[config.mk]
export PLATFORM = sky130hd
export DESIGN_NAME = hsq_homing
export DESIGN_NICKNAME = d
export VERILOG_FILES = /design/src/hsq_homing.v /design/src/hsq_sync_edge.v
export VERILOG_INCLUDE_DIRS = /design/src
export SDC_FILE = /design/constraint.sdc
export NUM_CORES = 1
export LEC_CHECK = 0
export BUFFER_PORTS_ARGS = -buffer_cell sky130_fd_sc_hd__buf_4
export CAP_MARGIN = 20
export CORE_MARGIN = 5
export CORE_UTILIZATION = 45
export CTS_BUF_LIST = sky130_fd_sc_hd__clkbuf_4 sky130_fd_sc_hd__clkbuf_8 sky130_fd_sc_hd__clkbuf_16
export DETAILED_ROUTE_END_ITERATION = 10
export PLACE_DENSITY_LB_ADDON = 0.15
export SLEW_MARGIN = 40
export SYNTH_ARGS = -nofsm -noshare
export SYNTH_HDL_FRONTEND = slang
export SYNTH_SLANG_ARGS = --single-unit
[constraint.sdc]
create_clock -name aclk -period 6.78 [get_ports aclk]
set_input_delay 1.017 -clock aclk [delete_from_list [all_inputs] [get_ports aclk]]
set_output_delay 1.017 -clock aclk [all_outputs]
set_load 0.01 [all_outputs]
[src/hsq_consts.vh]
/*
  shared constants of the homing sequencer: register indices, mode word
  field positions, reset values and the fixed offset scale.
  assumes inclusion by bare name from the design files.
*/
`ifndef HSQ_CONSTS_VH
`define HSQ_CONSTS_VH
// ----------------------------------------------------------------------
// register indices (byte address = index * 4)
// ----------------------------------------------------------------------
`define HSQ_IDX_ACCEL 10'h122
`define HSQ_IDX_DECEL 10'h123
`define HSQ_IDX_CURVE 10'h124
`define HSQ_IDX_MODE 10'h12f
`define HSQ_IDX_FAST 10'h130
`define HSQ_IDX_SLOW 10'h131
`define HSQ_IDX_TURNS 10'h132
`define HSQ_IDX_PULSES 10'h133
`define HSQ_IDX_CTRL 10'h140
`define HSQ_IDX_STATUS 10'h141
`define HSQ_IDX_OFFSET 10'h142
// ----------------------------------------------------------------------
// config storage slots
// ----------------------------------------------------------------------
`define HSQ_SLOT_ACCEL 3'h0
`define HSQ_SLOT_DECEL 3'h1
`define HSQ_SLOT_CURVE 3'h2
`define HSQ_SLOT_MODE 3'h3
`define HSQ_SLOT_FAST 3'h4
`define HSQ_SLOT_SLOW 3'h5
`define HSQ_SLOT_TURNS 3'h6
`define HSQ_SLOT_PULSES 3'h7
// ----------------------------------------------------------------------
// mode word digits, control bits, reset values and response codes
// ----------------------------------------------------------------------
`define HSQ_MODE_SRC_LSB 0
`define HSQ_MODE_IDX_LSB 4
`define HSQ_MODE_EN_LSB 8
`define HSQ_MODE_STOP_LSB 12
`define HSQ_CTRL_TRIG_NC 0
`define HSQ_CTRL_CLR_LIM 1
`define HSQ_CTRL_CLR_ABT 2
`define HSQ_RST_CFG 16'h0000
`define HSQ_RST_CTRL 1'b0
`define HSQ_PULSES_PER_TURN 16'h2710
`define HSQ_RESP_OKAY 2'h0
`define HSQ_RESP_SLVERR 2'h2
`endif

[src/hsq_homing.v]
/*
  homing sequencer for a servo axis with an axi4-lite register slave.
  assumes a motion stage outside that follows dir/speed/stop commands
  and reports standstill and in-position; all inputs share aclk.
*/
`timescale 1ns/1ps
`default_nettype none
`include "hsq_consts.vh"
module hsq_homing (
  input wire aclk,
  input wire aresetn,
  input wire [11:0] s_axi_awaddr,
  input wire s_axi_awvalid,
  output reg s_axi_awready,
  input wire [31:0] s_axi_wdata,
  input wire [3:0] s_axi_wstrb,
  input wire s_axi_wvalid,
  output reg s_axi_wready,
  output reg [1:0] s_axi_bresp,
  output reg s_axi_bvalid,
  input wire s_axi_bready,
  input wire [11:0] s_axi_araddr,
  input wire s_axi_arvalid,
  output reg s_axi_arready,
  output reg [31:0] s_axi_rdata,
  output reg [1:0] s_axi_rresp,
  output reg s_axi_rvalid,
  input wire s_axi_rready,
  input wire fwd_limit_input,
  input wire rev_limit_input,
  input wire home_sensor_input,
  input wire index_pulse_input,
  input wire homing_trigger_input,
  input wire servo_on,
  input wire alarm_in,
  input wire motor_stopped,
  input wire in_position,
  output reg homing_busy_reg,
  output reg home_done_reg,
  output reg limit_alarm_reg,
  output reg dir_fwd_reg,
  output reg [15:0] speed_cmd_reg,
  output reg decel_stop_reg,
  output reg return_req_reg,
  output reg home_latch_reg,
  output reg ramp_en_reg,
  output reg [15:0] accel_cmd_reg,
  output reg [15:0] decel_cmd_reg,
  output reg [31:0] home_offset_reg
);
  // ----------------------------------------------------------------------
  // states
  // ----------------------------------------------------------------------
  localparam ST_IDLE = 3'd0;
  localparam ST_FAST = 3'd1;
  localparam ST_SLOW = 3'd2;
  localparam ST_STOP = 3'd3;
  localparam ST_BACK = 3'd4;

  reg [2:0] state_reg;
  reg [15:0] cfg_mem [0:7];
  reg trig_nc_reg;
  reg auto_done_reg;
  reg home_est_reg;
  reg aborted_reg;
  reg [9:0] aw_idx_reg;
  reg [31:0] wdata_reg;
  reg [3:0] wstrb_reg;

  // ----------------------------------------------------------------------
  // input conditioning
  // ----------------------------------------------------------------------
  wire [4:0] in_lvl;
  wire [4:0] in_rise;
  wire [4:0] in_fall;
  hsq_sync_edge #(
    .N(5)
  ) u_sync (
    .aclk(aclk),
    .aresetn(aresetn),
    .din({homing_trigger_input, index_pulse_input, home_sensor_input,
          rev_limit_input, fwd_limit_input}),
    .lvl(in_lvl),
    .rise(in_rise),
    .fall(in_fall)
  );

  // mode word fields
  wire [15:0] mode_w = cfg_mem[`HSQ_SLOT_MODE];
  wire [3:0] src_a = mode_w[`HSQ_MODE_SRC_LSB +: 4];
  wire [3:0] meth_b = mode_w[`HSQ_MODE_IDX_LSB +: 4];
  wire [3:0] en_c = mode_w[`HSQ_MODE_EN_LSB +: 4];
  wire [3:0] stop_d = mode_w[`HSQ_MODE_STOP_LSB +: 4];

  // ----------------------------------------------------------------------
  // event decode
  // ----------------------------------------------------------------------
  reg rough_ev;
  always @*
  begin
    case (src_a)
      4'h0: rough_ev = in_rise[0];
      4'h1: rough_ev = in_rise[1];
      4'h2: rough_ev = in_rise[2];
      4'h3: rough_ev = in_rise[2];
      4'h4: rough_ev = in_rise[3];
      4'h5: rough_ev = in_rise[3];
      default: rough_ev = 1'b0;
    endcase
  end

  // a contact "b" trigger is active on its opening edge
  wire trig_act = trig_nc_reg ? in_fall[4] : in_rise[4];
  wire start_auto = (en_c == 4'h1) && servo_on && !auto_done_reg;
  wire start_trig = (en_c == 4'h2) && servo_on && trig_act;
  wire start_req = (start_auto || start_trig) && !alarm_in;
  wire abort_req = (state_reg != ST_IDLE) && (!servo_on || alarm_in);
  // the limit input selected as source returns to limit duty once home is established
  wire lim_hit = home_est_reg &&
    (((src_a == 4'h0) && in_rise[0]) || ((src_a == 4'h1) && in_rise[1]));
  // index source or method 2 ends at the first detected edge
  wire direct_home = (src_a == 4'h4) || (src_a == 4'h5) || (meth_b == 4'h2);

  // ----------------------------------------------------------------------
  // axi write path
  // ----------------------------------------------------------------------
  wire wr_fire = !s_axi_awready && !s_axi_wready && !s_axi_bvalid;
  wire wr_ctrl = wr_fire && (aw_idx_reg == `HSQ_IDX_CTRL) && wstrb_reg[0];
  wire clr_lim = wr_ctrl && wdata_reg[`HSQ_CTRL_CLR_LIM];
  wire clr_abt = wr_ctrl && wdata_reg[`HSQ_CTRL_CLR_ABT];

  // map an index to a config slot; bit 3 flags a hit
  function [3:0] slot_of;
    input [9:0] idx;
    begin
      case (idx)
        `HSQ_IDX_ACCEL: slot_of = {1'b1, `HSQ_SLOT_ACCEL};
        `HSQ_IDX_DECEL: slot_of = {1'b1, `HSQ_SLOT_DECEL};
        `HSQ_IDX_CURVE: slot_of = {1'b1, `HSQ_SLOT_CURVE};
        `HSQ_IDX_MODE: slot_of = {1'b1, `HSQ_SLOT_MODE};
        `HSQ_IDX_FAST: slot_of = {1'b1, `HSQ_SLOT_FAST};
        `HSQ_IDX_SLOW: slot_of = {1'b1, `HSQ_SLOT_SLOW};
        `HSQ_IDX_TURNS: slot_of = {1'b1, `HSQ_SLOT_TURNS};
        `HSQ_IDX_PULSES: slot_of = {1'b1, `HSQ_SLOT_PULSES};
        default: slot_of = 4'h0;
      endcase
    end
  endfunction

  wire [3:0] wslot = slot_of(aw_idx_reg);
  wire wr_ok = wslot[3] || (aw_idx_reg == `HSQ_IDX_CTRL);

  // address and data are taken independently, answered once both held
  always @(posedge aclk)
  begin
    if (!aresetn)
    begin
      s_axi_awready <= 1'b1;
      s_axi_wready <= 1'b1;
      s_axi_bvalid <= 1'b0;
      s_axi_bresp <= `HSQ_RESP_OKAY;
      aw_idx_reg <= 10'h000;
      wdata_reg <= 32'h0000_0000;
      wstrb_reg <= 4'h0;
      trig_nc_reg <= `HSQ_RST_CTRL;
    end
    else
    begin
      if (s_axi_awvalid && s_axi_awready)
      begin
        aw_idx_reg <= s_axi_awaddr[11:2];
        s_axi_awready <= 1'b0;
      end
      if (s_axi_wvalid && s_axi_wready)
      begin
        wdata_reg <= s_axi_wdata;
        wstrb_reg <= s_axi_wstrb;
        s_axi_wready <= 1'b0;
      end
      if (wr_fire)
      begin
        s_axi_bvalid <= 1'b1;
        s_axi_bresp <= wr_ok ? `HSQ_RESP_OKAY : `HSQ_RESP_SLVERR;
        if (wr_ctrl)
          trig_nc_reg <= wdata_reg[`HSQ_CTRL_TRIG_NC];
      end
      if (s_axi_bvalid && s_axi_bready)
      begin
        s_axi_bvalid <= 1'b0;
        s_axi_awready <= 1'b1;
        s_axi_wready <= 1'b1;
      end
    end
  end

  // config storage, two low byte lanes carry the 16-bit value
  always @(posedge aclk)
  begin : p_cfg
    integer k;
    if (!aresetn)
    begin
      for (k = 0; k < 8; k = k + 1)
        cfg_mem[k] <= `HSQ_RST_CFG;
    end
    else if (wr_fire && wslot[3])
    begin
      if (wstrb_reg[0])
        cfg_mem[wslot[2:0]][7:0] <= wdata_reg[7:0];
      if (wstrb_reg[1])
        cfg_mem[wslot[2:0]][15:8] <= wdata_reg[15:8];
    end
  end

  // ----------------------------------------------------------------------
  // axi read path
  // ----------------------------------------------------------------------
  wire [3:0] rslot = slot_of(s_axi_araddr[11:2]);
  reg [31:0] rd_val;
  reg rd_ok;
  always @*
  begin
    rd_ok = 1'b1;
    rd_val = 32'h0000_0000;
    if (rslot[3])
      rd_val = {16'h0000, cfg_mem[rslot[2:0]]};
    else if (s_axi_araddr[11:2] == `HSQ_IDX_CTRL)
      rd_val = {31'h0000_0000, trig_nc_reg};
    else if (s_axi_araddr[11:2] == `HSQ_IDX_STATUS)
      rd_val = {24'h000000, state_reg, limit_alarm_reg, aborted_reg,
                home_est_reg, home_done_reg, homing_busy_reg};
    else if (s_axi_araddr[11:2] == `HSQ_IDX_OFFSET)
      rd_val = home_offset_reg;
    else
      rd_ok = 1'b0;
  end

  // one-cycle read answer, next address accepted after rready
  always @(posedge aclk)
  begin
    if (!aresetn)
    begin
      s_axi_arready <= 1'b1;
      s_axi_rvalid <= 1'b0;
      s_axi_rdata <= 32'h0000_0000;
      s_axi_rresp <= `HSQ_RESP_OKAY;
    end
    else if (s_axi_arvalid && s_axi_arready)
    begin
      s_axi_arready <= 1'b0;
      s_axi_rvalid <= 1'b1;
      s_axi_rdata <= rd_val;
      s_axi_rresp <= rd_ok ? `HSQ_RESP_OKAY : `HSQ_RESP_SLVERR;
    end
    else if (s_axi_rvalid && s_axi_rready)
    begin
      s_axi_rvalid <= 1'b0;
      s_axi_arready <= 1'b1;
    end
  end

  // ----------------------------------------------------------------------
  // derived motion settings
  // ----------------------------------------------------------------------
  wire [31:0] offset_next = cfg_mem[`HSQ_SLOT_TURNS] * `HSQ_PULSES_PER_TURN
    + {16'h0000, cfg_mem[`HSQ_SLOT_PULSES]};
  wire ramp_next = (cfg_mem[`HSQ_SLOT_CURVE] != 16'h0000);

  // registered so the motion stage sees clean levels
  always @(posedge aclk)
  begin
    if (!aresetn)
    begin
      home_offset_reg <= 32'h0000_0000;
      ramp_en_reg <= 1'b0;
      accel_cmd_reg <= 16'h0000;
      decel_cmd_reg <= 16'h0000;
    end
    else
    begin
      home_offset_reg <= offset_next;
      ramp_en_reg <= ramp_next;
      accel_cmd_reg <= ramp_next ? cfg_mem[`HSQ_SLOT_ACCEL] : 16'h0000;
      decel_cmd_reg <= ramp_next ? cfg_mem[`HSQ_SLOT_DECEL] : 16'h0000;
    end
  end

  // ----------------------------------------------------------------------
  // sticky flags, a new event wins over a software clear
  // ----------------------------------------------------------------------
  always @(posedge aclk)
  begin
    if (!aresetn)
    begin
      limit_alarm_reg <= 1'b0;
      aborted_reg <= 1'b0;
    end
    else
    begin
      if (lim_hit)
        limit_alarm_reg <= 1'b1;
      else if (clr_lim)
        limit_alarm_reg <= 1'b0;
      if (abort_req)
        aborted_reg <= 1'b1;
      else if (clr_abt)
        aborted_reg <= 1'b0;
    end
  end

  // ----------------------------------------------------------------------
  // homing sequence
  // ----------------------------------------------------------------------
  always @(posedge aclk)
  begin
    if (!aresetn)
    begin
      state_reg <= ST_IDLE;
      homing_busy_reg <= 1'b0;
      home_done_reg <= 1'b0;
      home_est_reg <= 1'b0;
      auto_done_reg <= 1'b0;
      dir_fwd_reg <= 1'b1;
      speed_cmd_reg <= 16'h0000;
      decel_stop_reg <= 1'b0;
      return_req_reg <= 1'b0;
      home_latch_reg <= 1'b0;
    end
    else if (abort_req)
    begin
      // no completion is reported for an interrupted run
      state_reg <= ST_IDLE;
      homing_busy_reg <= 1'b0;
      speed_cmd_reg <= 16'h0000;
      decel_stop_reg <= 1'b0;
      return_req_reg <= 1'b0;
      home_latch_reg <= 1'b0;
    end
    else
    begin
      home_latch_reg <= 1'b0;
      case (state_reg)
        ST_IDLE:
        begin
          if (start_req)
          begin
            state_reg <= ST_FAST;
            homing_busy_reg <= 1'b1;
            home_done_reg <= 1'b0;
            home_est_reg <= 1'b0;
            auto_done_reg <= 1'b1;
            dir_fwd_reg <= ~src_a[0];
            speed_cmd_reg <= cfg_mem[`HSQ_SLOT_FAST];
          end
        end
        ST_FAST:
        begin
          if (rough_ev && direct_home)
          begin
            state_reg <= ST_STOP;
            home_latch_reg <= 1'b1;
            speed_cmd_reg <= 16'h0000;
            decel_stop_reg <= 1'b1;
          end
          else if (rough_ev)
          begin
            state_reg <= ST_SLOW;
            speed_cmd_reg <= cfg_mem[`HSQ_SLOT_SLOW];
            if (meth_b == 4'h0)
              dir_fwd_reg <= ~dir_fwd_reg;
          end
        end
        ST_SLOW:
        begin
          // method 1 keeps the direction set by the search
          if (in_rise[3])
          begin
            state_reg <= ST_STOP;
            home_latch_reg <= 1'b1;
            speed_cmd_reg <= 16'h0000;
            decel_stop_reg <= 1'b1;
          end
        end
        ST_STOP:
        begin
          if (motor_stopped)
          begin
            decel_stop_reg <= 1'b0;
            if (stop_d == 4'h0)
            begin
              state_reg <= ST_BACK;
              return_req_reg <= 1'b1;
            end
            else
            begin
              state_reg <= ST_IDLE;
              homing_busy_reg <= 1'b0;
              home_done_reg <= 1'b1;
              home_est_reg <= 1'b1;
            end
          end
        end
        ST_BACK:
        begin
          if (in_position)
          begin
            state_reg <= ST_IDLE;
            return_req_reg <= 1'b0;
            homing_busy_reg <= 1'b0;
            home_done_reg <= 1'b1;
            home_est_reg <= 1'b1;
          end
        end
        default:
        begin
          state_reg <= ST_IDLE;
          homing_busy_reg <= 1'b0;
        end
      endcase
    end
  end
endmodule // hsq_homing
`default_nettype wire

[src/hsq_sync_edge.v]
/*
  per-bit two-flop synchroniser with rise and fall detection.
  assumes one clock and a synchronous active-low reset.
*/
`timescale 1ns/1ps
`default_nettype none
module hsq_sync_edge #(
  parameter N = 5
) (
  input wire aclk,
  input wire aresetn,
  input wire [N-1:0] din,
  output wire [N-1:0] lvl,
  output wire [N-1:0] rise,
  output wire [N-1:0] fall
);
  // ----------------------------------------------------------------------
  // synchroniser chain per bit
  // ----------------------------------------------------------------------
  genvar i;
  generate
    for (i = 0; i < N; i = i + 1)
    begin : g_bit
      reg s1_reg;
      reg s2_reg;
      reg s3_reg;
      // s1 only feeds s2, edges use the settled stages
      always @(posedge aclk)
      begin
        if (!aresetn)
        begin
          s1_reg <= 1'b0;
          s2_reg <= 1'b0;
          s3_reg <= 1'b0;
        end
        else
        begin
          s1_reg <= din[i];
          s2_reg <= s1_reg;
          s3_reg <= s2_reg;
        end
      end
      assign lvl[i] = s2_reg;
      assign rise[i] = s2_reg & ~s3_reg;
      assign fall[i] = ~s2_reg & s3_reg;
    end
  endgenerate
endmodule // hsq_sync_edge
`default_nettype wire

==> flow_summary_export.csv, run 1 <==
group,metric,value,unit
outcome,status,"finished clean",
layout,final_cell_mix,"buf_4 (198), dfxtp_1 (174), nand2_1 (137)",
routing,viasPerCell,5.48,
synth,ys_seq_area_share,45.6,%
clock_tree,ctsHoldBuffers,0,
placed_design,dp.cells,2138,
synth,syn-instance-count,1561,
floorplan,initial_utilization,45.4,%
synth,yosysWarnings,0,
synth,syn_area,16100,um2
worst_setup_path,required,7.16,ns
flow_run,max_cap_violations,0,
floorplan,die_x,199,um
routing,wl_per_cell,19.4,um
clock_tree,cts_tree,"built",
sta,setup_viol,0,
routing,drt_iter0_drc,767,
synth,ys_ff_latch,302,
synth,synth_flop_cell,"dfxtp_1",
worst_setup_path,path_max_fanout,6,
sta,relSlewSlack,45.9,%
global_routing,antenna_found_initial,0,
global_routing,grt_max_degree,85,
layout,final_area,19000,um2
worst_setup_path,worst-path-buf-inv,7,
synth,yosysUniqueCellTypes,98,
sta,rsz0062_at_grt,"no",
synth,syn_avg_cell_area,10.3,um2
sta,post-route-period-util,82.1,%
sta,min_period,5.56,ns
layout,final_cells,2202,
floorplan,die_h,199,um
worst_setup_path,path_cells,"inv_1, fa_1, inv_1, ha_1, inv_1, fa_1, inv_1, ha_1, inv_1, fa_1, inv_1, ha_1, o211ai_1, a21oi_1, nor2_1, xnor2_1, ha_1, nor2_1, a311oi_1, buf_4, nand4_1, nor3_1, xnor2_1, nor2_1",
floorplan,dieArea,39600,um2
clock_tree,cts.sinks,302,
worst_setup_path,cp-start-kind,"flop",
worst_setup_path,r2r_start,"cfg_mem[6][5]$_SDFFCE_PN0P_",
layout,final_nets,1908,
global_routing,first_global_vias,11700,
placed_design,dp_slack,1.25,ns
layout,layout_commonest_cell,"buf_4",
clock_tree,clk-insertion-delay-late,0.54,ns
clock_tree,cts_setup_buffers,0,
sta,setup_slack,1.22,ns
sta,fin_skew,0.0284,ns
clock_tree,clk_pin_slew,0.07,ns
worst_setup_path,worstSetupPathType,"flop to flop",
routing,via_count,12100,
global_routing,grt_pass1_wl,65800,um
routing,first_pass_iters,5,
synth,synthTopCellsByArea,"edfxtp_1 (24%), dfxtp_1 (22%), ha_1 (6.4%)",
synth,async_reset_ff_share,0,%
worst_hold_path,min_path_type,"flop to flop",
layout,seqCellArea,7330,um2
layout,n_antenna_cell,0,
worst_setup_path,path_common_cell,"inv_1",
worst_setup_path,worstSetupEndpointType,"flop",
layout,fillers,3196,
worst_setup_path,crit_start,"cfg_mem[6][5]$_SDFFCE_PN0P_",
clock_tree,cts_buffer_depth,3,
sta,tightestPinTransition,0.811,ns
placed_design,hpwl,31700,um
worst_setup_path,crit_path_max_incr_delay,0.54,ns
routing,drcViolationCount,0,
clock_tree,cts_made_buffers,35,
routing,ant_nets,0,
clock_tree,root_buffer,"clkbuf_16",
worst_setup_path,slowest_stage,"edfxtp_1",
worst_setup_path,path_delay_family,"adder cells",
worst_setup_path,arrival,5.95,ns
power,leakage,0.00811,uW
layout,largest_reg_flops,128,
synth,synthDominantCellAreaShare,23.9,%
layout,area_growth,18.3,%
sta,worst_hold_slack,0.434,ns
sta,max_freq,180,MHz
clock_tree,ctsResizeCount,0,
power,vdd_drop_max,0.000192,V
synth,netlist.top_cell.by_area,"edfxtp_1",
placed_design,place_congestion,0.853,
sta,hold_viol,0,
sta,setup_tns,0,ns
floorplan,rows,69,
layout,drive_above_1_share,19.2,%
synth,synth_edf_count,128,
layout,multiInputGateArea,7970,um2
placed_design,numPortBuffers,178,
clock_tree,cts-htree-levels,2,
placed_design,place_area,17800,um2
global_routing,grt.overflow.total,0,
floorplan,core_area,35400,um2
worst_hold_path,hp-start,"u_sync.g_bit[3].s1_reg$_SDFF_PN0_",
sta,slew_violations,0,
routing,routed_wl,42800,um
power,power.density,300,nW/um2
global_routing,grt_usage,21.2,%
floorplan,io_pins,205,
## cells in the mapped netlist (all sizes together), types with 5 or more instances
cell type and instances:
xnor2 19, o21a 6, or3 7, a21oi 103
a31oi 7, mux4 26, nand4 8, a211oi 24
mux2 5, nor3b 6, a22oi 8, nand2 138
a221oi 18, nor4 10, nor2b 30, nand3 32
and2 95, nor3 39, o21ai 40, nand2b 21
clkbuf 60, and3 101, dfxtp 174, mux2i 19
xor2 13, inv 108, edfxtp 128, o211ai 10
fa 36, a21o 9, nor2 94, buf 24
ha 82
## final timing paths
kind,end,slack [ns],cells past startpoint
max,home_offset_reg[26]$_SDFF_PN0_,1.22,24
min,u_sync.g_bit[3].s2_reg$_SDFF_PN0_,0.43,1
max reg2reg,home_offset_reg[26]$_SDFF_PN0_,1.22,24
min reg2reg,u_sync.g_bit[3].s2_reg$_SDFF_PN0_,0.43,1
## metrics by stage
stage,utilization [%],total power (uW)
after global placement,50.2,3750
after floorplan,-,3310
final,53.7,5720
after global routing,53.7,6030
after CTS,53.7,5770
after detailed placement,50.2,3770
## cell type report
class,count,share of cell area (%)
Timing Repair Buffer,199,7.87
Clock inverter,15,1.04
Multi-Input combinational cell,1068,41.9
Sequential cell,302,38.5
Tap cell,461,3.03
Clock buffer,49,5.54
Inverter,108,2.13
## where the power goes
part	leakage (uW)	total, uW	internal [uW]	switching, uW
clock	0.000621	1990	1220	771
combinational	0.00474	1550	671	875
sequential	0.00275	2180	2050	135
total	0.00811	5720	3930	1780
## routing by layer
| metal | wire length (um) | vias to the layer above | GRT usage, % |
|---|---|---|---|
| met5 | 0 | - | 0 |
| met4 | 917 | 0 | 5.90 |
| met2 | 19200 | 416 | 32.7 |
| met3 | 3020 | 61 | 3.46 |
| met1 | 19700 | 5790 | 31.0 |
| li1 | - | 5810 | - |
## cells by family after synthesis
kind of cell,count (synthesis),synth area share [%]
AO/OA/AOI/OAI,257,10.8
XOR/XNOR,32,1.91
adder cells (fa/ha/maj),118,10.9
buffers and inverters,194,5.31
flip-flops,302,45.6
multiplexers,50,5.17
other,1,0.0233
AND/OR/NAND/NOR,607,20.4
(Power assumes the default switching activity.)
==> run 2, diff against run 1 <==
- ABC_AREA: not set -> 1
- clock period: 6.78 -> 5 ns (I/O delays scaled with it)
==> run 2 against run 1 <==
Against the previous run:
- global-route usage is 1.1 points higher
- design area is 2.8% higher
- core utilization is 0.98 points higher
- final cell count is 23% higher
- critical path depth is 2 higher
- setup slack worse by 0.99 ns
- hold slack worse by 0.034 ns
- sequential share of layout area is 1.1 points lower
- synthesized cell count is 31% higher
- flip-flop and latch count stayed put
- non-clock buffer count is 13 higher
- critical path type unchanged
- critical endpoint is now home_offset_reg[24]$_SDFF_PN0_
- largest power group unchanged
==> flow_summary_export.csv, run 2 <==
group,metric,value,unit
outcome,status,"finished clean",
synth,yosysUniqueCellTypes,52,
layout,layout_commonest_cell,"nand2_1",
routing,top_layer,"met4",
sta,setup_viol,0,
layout,largest_reg_flops,128,
power,vdd_drop_max,0.000227,V
layout,final_area,19600,um2
synth,syn_avg_cell_area,8.02,um2
worst_setup_path,required,5.41,ns
flow_run,max_cap_violations,0,
layout,final_nets,2421,
synth,ys_ff_latch,302,
placed_design,numPortBuffers,178,
placed_design,place_area,18200,um2
floorplan,io_pins,205,
sta,hold_viol,0,
synth,netlist.top_cell.by_area,"edfxtp_1",
clock_tree,cts_tree,"built",
placed_design,hpwl,34500,um
power,power.density,388,nW/um2
synth,synth_most_common_cell,"nand2_1",
worst_setup_path,path_max_fanout,5,
synth,syn_area,16400,um2
floorplan,initial_utilization,45.8,%
worst_setup_path,arrival,5.18,ns
routing,wl_met1,21700,um
sta,min_period,4.77,ns
synth,ys_seq_area_share,44.7,%
synth,yosysWarnings,0,
routing,drcViolationCount,0,
clock_tree,cts_made_buffers,34,
sta,setup_tns,0,ns
routing,first_pass_iters,5,
global_routing,grt.overflow.total,0,
global_routing,grt_usage,22.3,%
layout,area_growth,19.4,%
layout,final_cell_mix,"nand2_1 (374), inv_1 (285), nor2_1 (260)",
clock_tree,ctsHoldBuffers,0,
routing,wl_per_cell,17.0,um
worst_setup_path,cp-start-kind,"flop",
routing,dr_wl_met2,20100,um
floorplan,dieArea,40300,um2
placed_design,place_congestion,0.901,
power,leakage,0.00910,uW
worst_setup_path,worstSetupEndpointType,"flop",
clock_tree,cts-htree-levels,2,
global_routing,grt_max_degree,84,
sta,tightestPinTransition,0.815,ns
sta,relSlewSlack,45.5,%
clock_tree,cts.sinks,302,
synth,syn-instance-count,2042,
worst_hold_path,min_path_type,"primary input to flop",
worst_hold_path,hp-start,"rev_limit_input",
sta,post-route-period-util,95.4,%
placed_design,dp_slack,-0.0197,ns
sta,max_freq,210,MHz
global_routing,grt_pass1_wl,72900,um
layout,n_antenna_cell,0,
global_routing,antenna_found_initial,0,
clock_tree,cts_buffer_depth,3,
synth,synthTopCellsByCount,"nand2_1 (386), inv_1 (295), nor2_1 (264), dfxtp_1 (174), nand3_1 (141)",
worst_setup_path,rrSetupSlack,0.23,ns
sta,setup_slack,0.231,ns
routing,drt_iter0_drc,1052,
worst_setup_path,r2r_start,"cfg_mem[6][6]$_SDFFCE_PN0P_",
global_routing,first_global_vias,13400,
floorplan,rows,69,
worst_setup_path,worstSetupPathType,"flop to flop",
clock_tree,clk-insertion-delay-late,0.53,ns
layout,drive_above_1_share,18.2,%
clock_tree,root_buffer,"clkbuf_16",
floorplan,core_area,35700,um2
synth,synthDominantCellAreaShare,23.5,%
synth,synth_flop_cell,"dfxtp_1",
synth,synth_edf_count,128,
floorplan,die_h,201,um
sta,slew_violations,0,
routing,via_count,14000,
clock_tree,clk_pin_slew,0.06,ns
routing,wl_met3,3500,um
routing,ant_nets,0,
routing,viasPerCell,5.17,
routing,routed_wl,46200,um
synth,synthTopCellsByArea,"edfxtp_1 (23%), dfxtp_1 (21%), nand2_1 (8.8%)",
synth,async_reset_ff_share,0,%
worst_setup_path,crit_start,"cfg_mem[6][6]$_SDFFCE_PN0P_",
sta,fin_skew,0.0196,ns
floorplan,die_x,201,um
[run 2: timing repair]
item | CTS | global route
hold endpoints to repair | 0 | 0
resized for setup | 4 | 39
buffers inserted | 1 | 9
endpoints found under the setup margin | 7 | 15
pin swaps | 2 | 28
[run 2: through the flow]
| stage | hold slack [ns] | std cells | total power (uW) | util (%) |
|---|---|---|---|---|
| 5_1_grt | 0.400 | 2714 | 8030 | 54.7 |
| 6_report | 0.400 | 2714 | 7600 | 54.7 |
| 4_1_cts | 0.387 | 2704 | 7520 | 54.1 |
| 3_5_place_dp | 0.406 | 2641 | 5010 | 50.9 |
| 3_3_place_gp | 0.403 | 2641 | 4990 | 50.8 |
| 2_1_floorplan | 0.390 | 2045 | 4320 | - |
[run 2: cells by family after synthesis]
kind of cell | Yosys count | synth area share [%]
other cells | 1 | 0.0229
compound gates | 309 | 10.3
fa+ha+maj | 118 | 10.7
flops | 302 | 44.7
simple gates | 905 | 24.2
buf+inv | 402 | 9.74
xor+xnor | 5 | 0.267
[run 2: per-layer routing]
metal	GRT usage, %	vias up
met3	4.14	72
met4	5.41	0
met2	34.3	485
met5	0	-
li1	-	6950
met1	32.7	6537
[run 2: power breakdown]
part	switching, uW	internal, uW	leakage, uW
Sequential	131	2770	0.00276
Combinational	1400	812	0.00578
Clock	1040	1440	0.000566
Total	2570	5030	0.00910
[run 2: final cells by class]
class / count / area (um2)
clock inverter: 19 / 148
sequential: 302 / 7330
inverter: 336 / 1260
multi-input combinational: 1341 / 7670
fill: 3396 / 16200
timing repair buffer: 212 / 1610
tap: 461 / 577
clock buffer: 43 / 967
[run 2: worst paths after layout]
path	cells past startpoint	endpoint
setup reg to reg	26	home_offset_reg[24]$_SDFF_PN0_
hold reg to reg	2	u_sync.g_bit[3].s2_reg$_SDFF_PN0_
hold / removal	3	u_sync.g_bit[1].s1_reg$_SDFF_PN0_
setup / recovery	26	home_offset_reg[24]$_SDFF_PN0_
[run 2: critical path, stage by stage, from the launching register on]
cell and delay (ns):
edfxtp_1 0.36, inv_2 0.05, fa_1 0.53, inv_1 0.04, ha_1 0.26, inv_1 0.05, fa_1 0.49, inv_1 0.04
ha_1 0.26, inv_1 0.05, fa_1 0.51, inv_2 0.05, ha_4 0.23, nand2_4 0.08, inv_2 0.04, nand2_1 0.08
nand2_2 0.08, xor2_1 0.16, ha_1 0.34, nand2_2 0.09, buf_4 0.15, o2111ai_4 0.23, nand2_4 0.11, nor2_4 0.17
nand2_2 0.07, o21ai_1 0.11, nor2_1 0.05
==> run 3, diff against run 2 <==
- REMOVE_ABC_BUFFERS: not set -> 1
- clock period: 5 -> 5.8 ns (I/O delays scaled with it)
==> run 3 against run 2 <==
Against the previous run:
- sequential power fell by 14%
- clock power fell by 12%
- design area is 1.8% lower
- critical path type unchanged
==> flow_summary_export.csv, run 3 (synthesized netlist as in run 2, its figures left out) <==
group,metric,value,unit
power,switching_share,33.4,%
worst_setup_path,worstSetupEndpointType,"flop",
worst_setup_path,crit_start,"cfg_mem[6][5]$_SDFFCE_PN0P_",
layout,largest_reg_flops,128,
clock_tree,cts_made_buffers,34,
routing,ant_nets,0,
layout,area_growth,17.3,%
floorplan,die_h,201,um
clock_tree,ctsResizeCount,0,
sta,setup_viol,0,
global_routing,grt.overflow.total,0,
sta,setup_tns,0,ns
layout,drive_above_1_share,15.8,%
power,seqPwrFrac,38.9,%
worst_setup_path,required,6.25,ns
worst_hold_path,min_path_type,"flop to flop",
floorplan,die_x,201,um
worst_setup_path,path_max_fanout,5,
routing,wl_per_cell,16.8,um
global_routing,grt_usage,21.9,%
layout,final_nets,2396,
routing,first_pass_iters,7,
power,p_int,4290,uW
layout,final_cell_mix,"nand2_1 (385), inv_1 (294), nor2_1 (262)",
clock_tree,clk_pin_slew,0.06,ns
clock_tree,cts_buffer_depth,3,
power,p_comb_share,27.3,%
clock_tree,cts_tree,"built",
layout,fillers,3446,
worst_setup_path,crit_path_max_incr_delay,0.53,ns
routing,drcViolationCount,0,
global_routing,grt_pass1_wl,71800,um
layout,seqCellArea,7330,um2
global_routing,antenna_found_initial,1,
clock_tree,cts-htree-levels,2,
placed_design,hpwl,34600,um
global_routing,first_global_vias,13500,
global_routing,grt_max_degree,77,
sta,post-route-period-util,92.5,%
placed_design,numPortBuffers,178,
clock_tree,clk-insertion-delay-late,0.54,ns
power,leakage,0.00896,uW
floorplan,io_pins,205,
floorplan,core_area,35700,um2
worst_setup_path,arrival,5.81,ns
clock_tree,root_buffer,"clkbuf_16",
power,power.density,335,nW/um2
clock_tree,ctsHoldBuffers,0,
sta,max_freq,186,MHz
worst_hold_path,hp-start,"u_sync.g_bit[3].s1_reg$_SDFF_PN0_",
sta,slew_violations,0,
power,p_switching,2150,uW
power,vdd_drop_max,0.000171,V
layout,multiInputGateArea,7490,um2
routing,viasPerCell,5.12,
layout,layout_commonest_cell,"nand2_1",
placed_design,place_congestion,0.893,
sta,worst_hold_slack,0.412,ns
layout,n_antenna_cell,0,
sta,tightestPinTransition,0.831,ns
worst_setup_path,slowest_stage,"fa_1",
worst_setup_path,cp-start-kind,"flop",
worst_setup_path,worstSetupPathType,"flop to flop",
sta,min_period,5.37,ns
worst_setup_path,worst-path-buf-inv,5,
clock_tree,cts_setup_buffers,0,
floorplan,dieArea,40300,um2
worst_setup_path,path_delay_family,"adder cells",
routing,routed_wl,45200,um
worst_setup_path,r2r_start,"cfg_mem[6][5]$_SDFFCE_PN0P_",
sta,relSlewSlack,44.6,%
outcome,status,"finished clean",
clock_tree,cts.sinks,302,
sta,rsz0062_at_grt,"no",
sta,hold_viol,0,
flow_run,max_cap_violations,0,
routing,via_count,13800,
power,pwr-share-clk,33.8,%
sta,fin_skew,0.0212,ns
routing,drt_iter0_drc,904,
floorplan,rows,69,
floorplan,initial_utilization,45.8,%
-- run 3: cell count changes in the layout (fill, tap and decap cells not counted), moves of 4 or more --
cell      change
nor2_4        -5
nand2_2       -8
clkbuf_4      +5
buf_4        -24
nand3_1       +5
inv_1         +9
nand2_1      +11
ha_1          +4
inv_2         -9
-- run 3: power by group through the flow --
stage / Sequential [uW] / Combinational [uW] / Clock [uW]
2_1_floorplan: 2570 / 1120 / 0
3_3_place_gp: 2550 / 1740 / 0
3_5_place_dp: 2550 / 1760 / 0
4_1_cts: 2500 / 1770 / 2220
5_1_grt: 2520 / 2000 / 2320
6_report: 2510 / 1760 / 2170
-- run 3: cell type report --
class / count / share of cell area (%)
Sequential cell: 302 / 38.1
Timing Repair Buffer: 187 / 7.37
Clock buffer: 46 / 5.03
Clock inverter: 15 / 0.938
Tap cell: 461 / 3.00
Inverter: 336 / 6.56
Multi-Input combinational cell: 1341 / 39.0
-- run 3: per-stage QoR --
| stage | utilization (%) | setup slack (ns) | std cells | power (uW) | cell area, um2 |
|---|---|---|---|---|---|
| after detailed placement | 50.5 | 0.457 | 2627 | 4310 | 18100 |
| final | 53.8 | 0.434 | 2688 | 6440 | 19200 |
| after global routing | 53.8 | 0.0649 | 2688 | 6840 | 19200 |
| after global placement | 50.5 | 0.480 | 2627 | 4290 | 18100 |
| after CTS | 53.8 | 0.411 | 2688 | 6500 | 19200 |
| after floorplan | - | 0.942 | 1979 | 3690 | 16100 |
-- run 3: path summary, 6_finish.rpt --
kind | end | slack, ns | cells past startpoint
setup reg to reg | home_offset_reg[21]$_SDFF_PN0_ | 0.43 | 27
hold reg to reg | u_sync.g_bit[3].s2_reg$_SDFF_PN0_ | 0.41 | 2
hold / removal | u_sync.g_bit[3].s2_reg$_SDFF_PN0_ | 0.41 | 2
setup / recovery | home_offset_reg[21]$_SDFF_PN0_ | 0.43 | 27
-- run 3: metal layers --
metal / wire length [um] / up-vias / GRT usage (%)
met1: 21500 / 6446 / 31.2
met5: 0 / - / 0
met2: 20400 / 358 / 35.2
met4: 845 / 0 / 5.29
met3: 2550 / 60 / 3.55
li1: - / 6890 / -
-- run 3: worst register-to-register path, cell delays in order, from the launching register on --
cell	delay, ns
edfxtp_1	0.52
inv_1	0.14
fa_1	0.49
inv_1	0.04
ha_1	0.29
ha_1	0.29
ha_1	0.28
inv_1	0.05
fa_1	0.53
inv_1	0.04
ha_1	0.35
nand2_2	0.13
inv_1	0.05
nand2_1	0.07
nand2_2	0.07
or2_2	0.28
xor2_1	0.15
ha_1	0.37
nand2_1	0.09
nor2_1	0.13
nand3_1	0.09
nand3_1	0.15
nand3_1	0.10
nand2_2	0.13
nand3_2	0.09
nor2_1	0.14
o21ai_1	0.07
a21oi_1	0.15
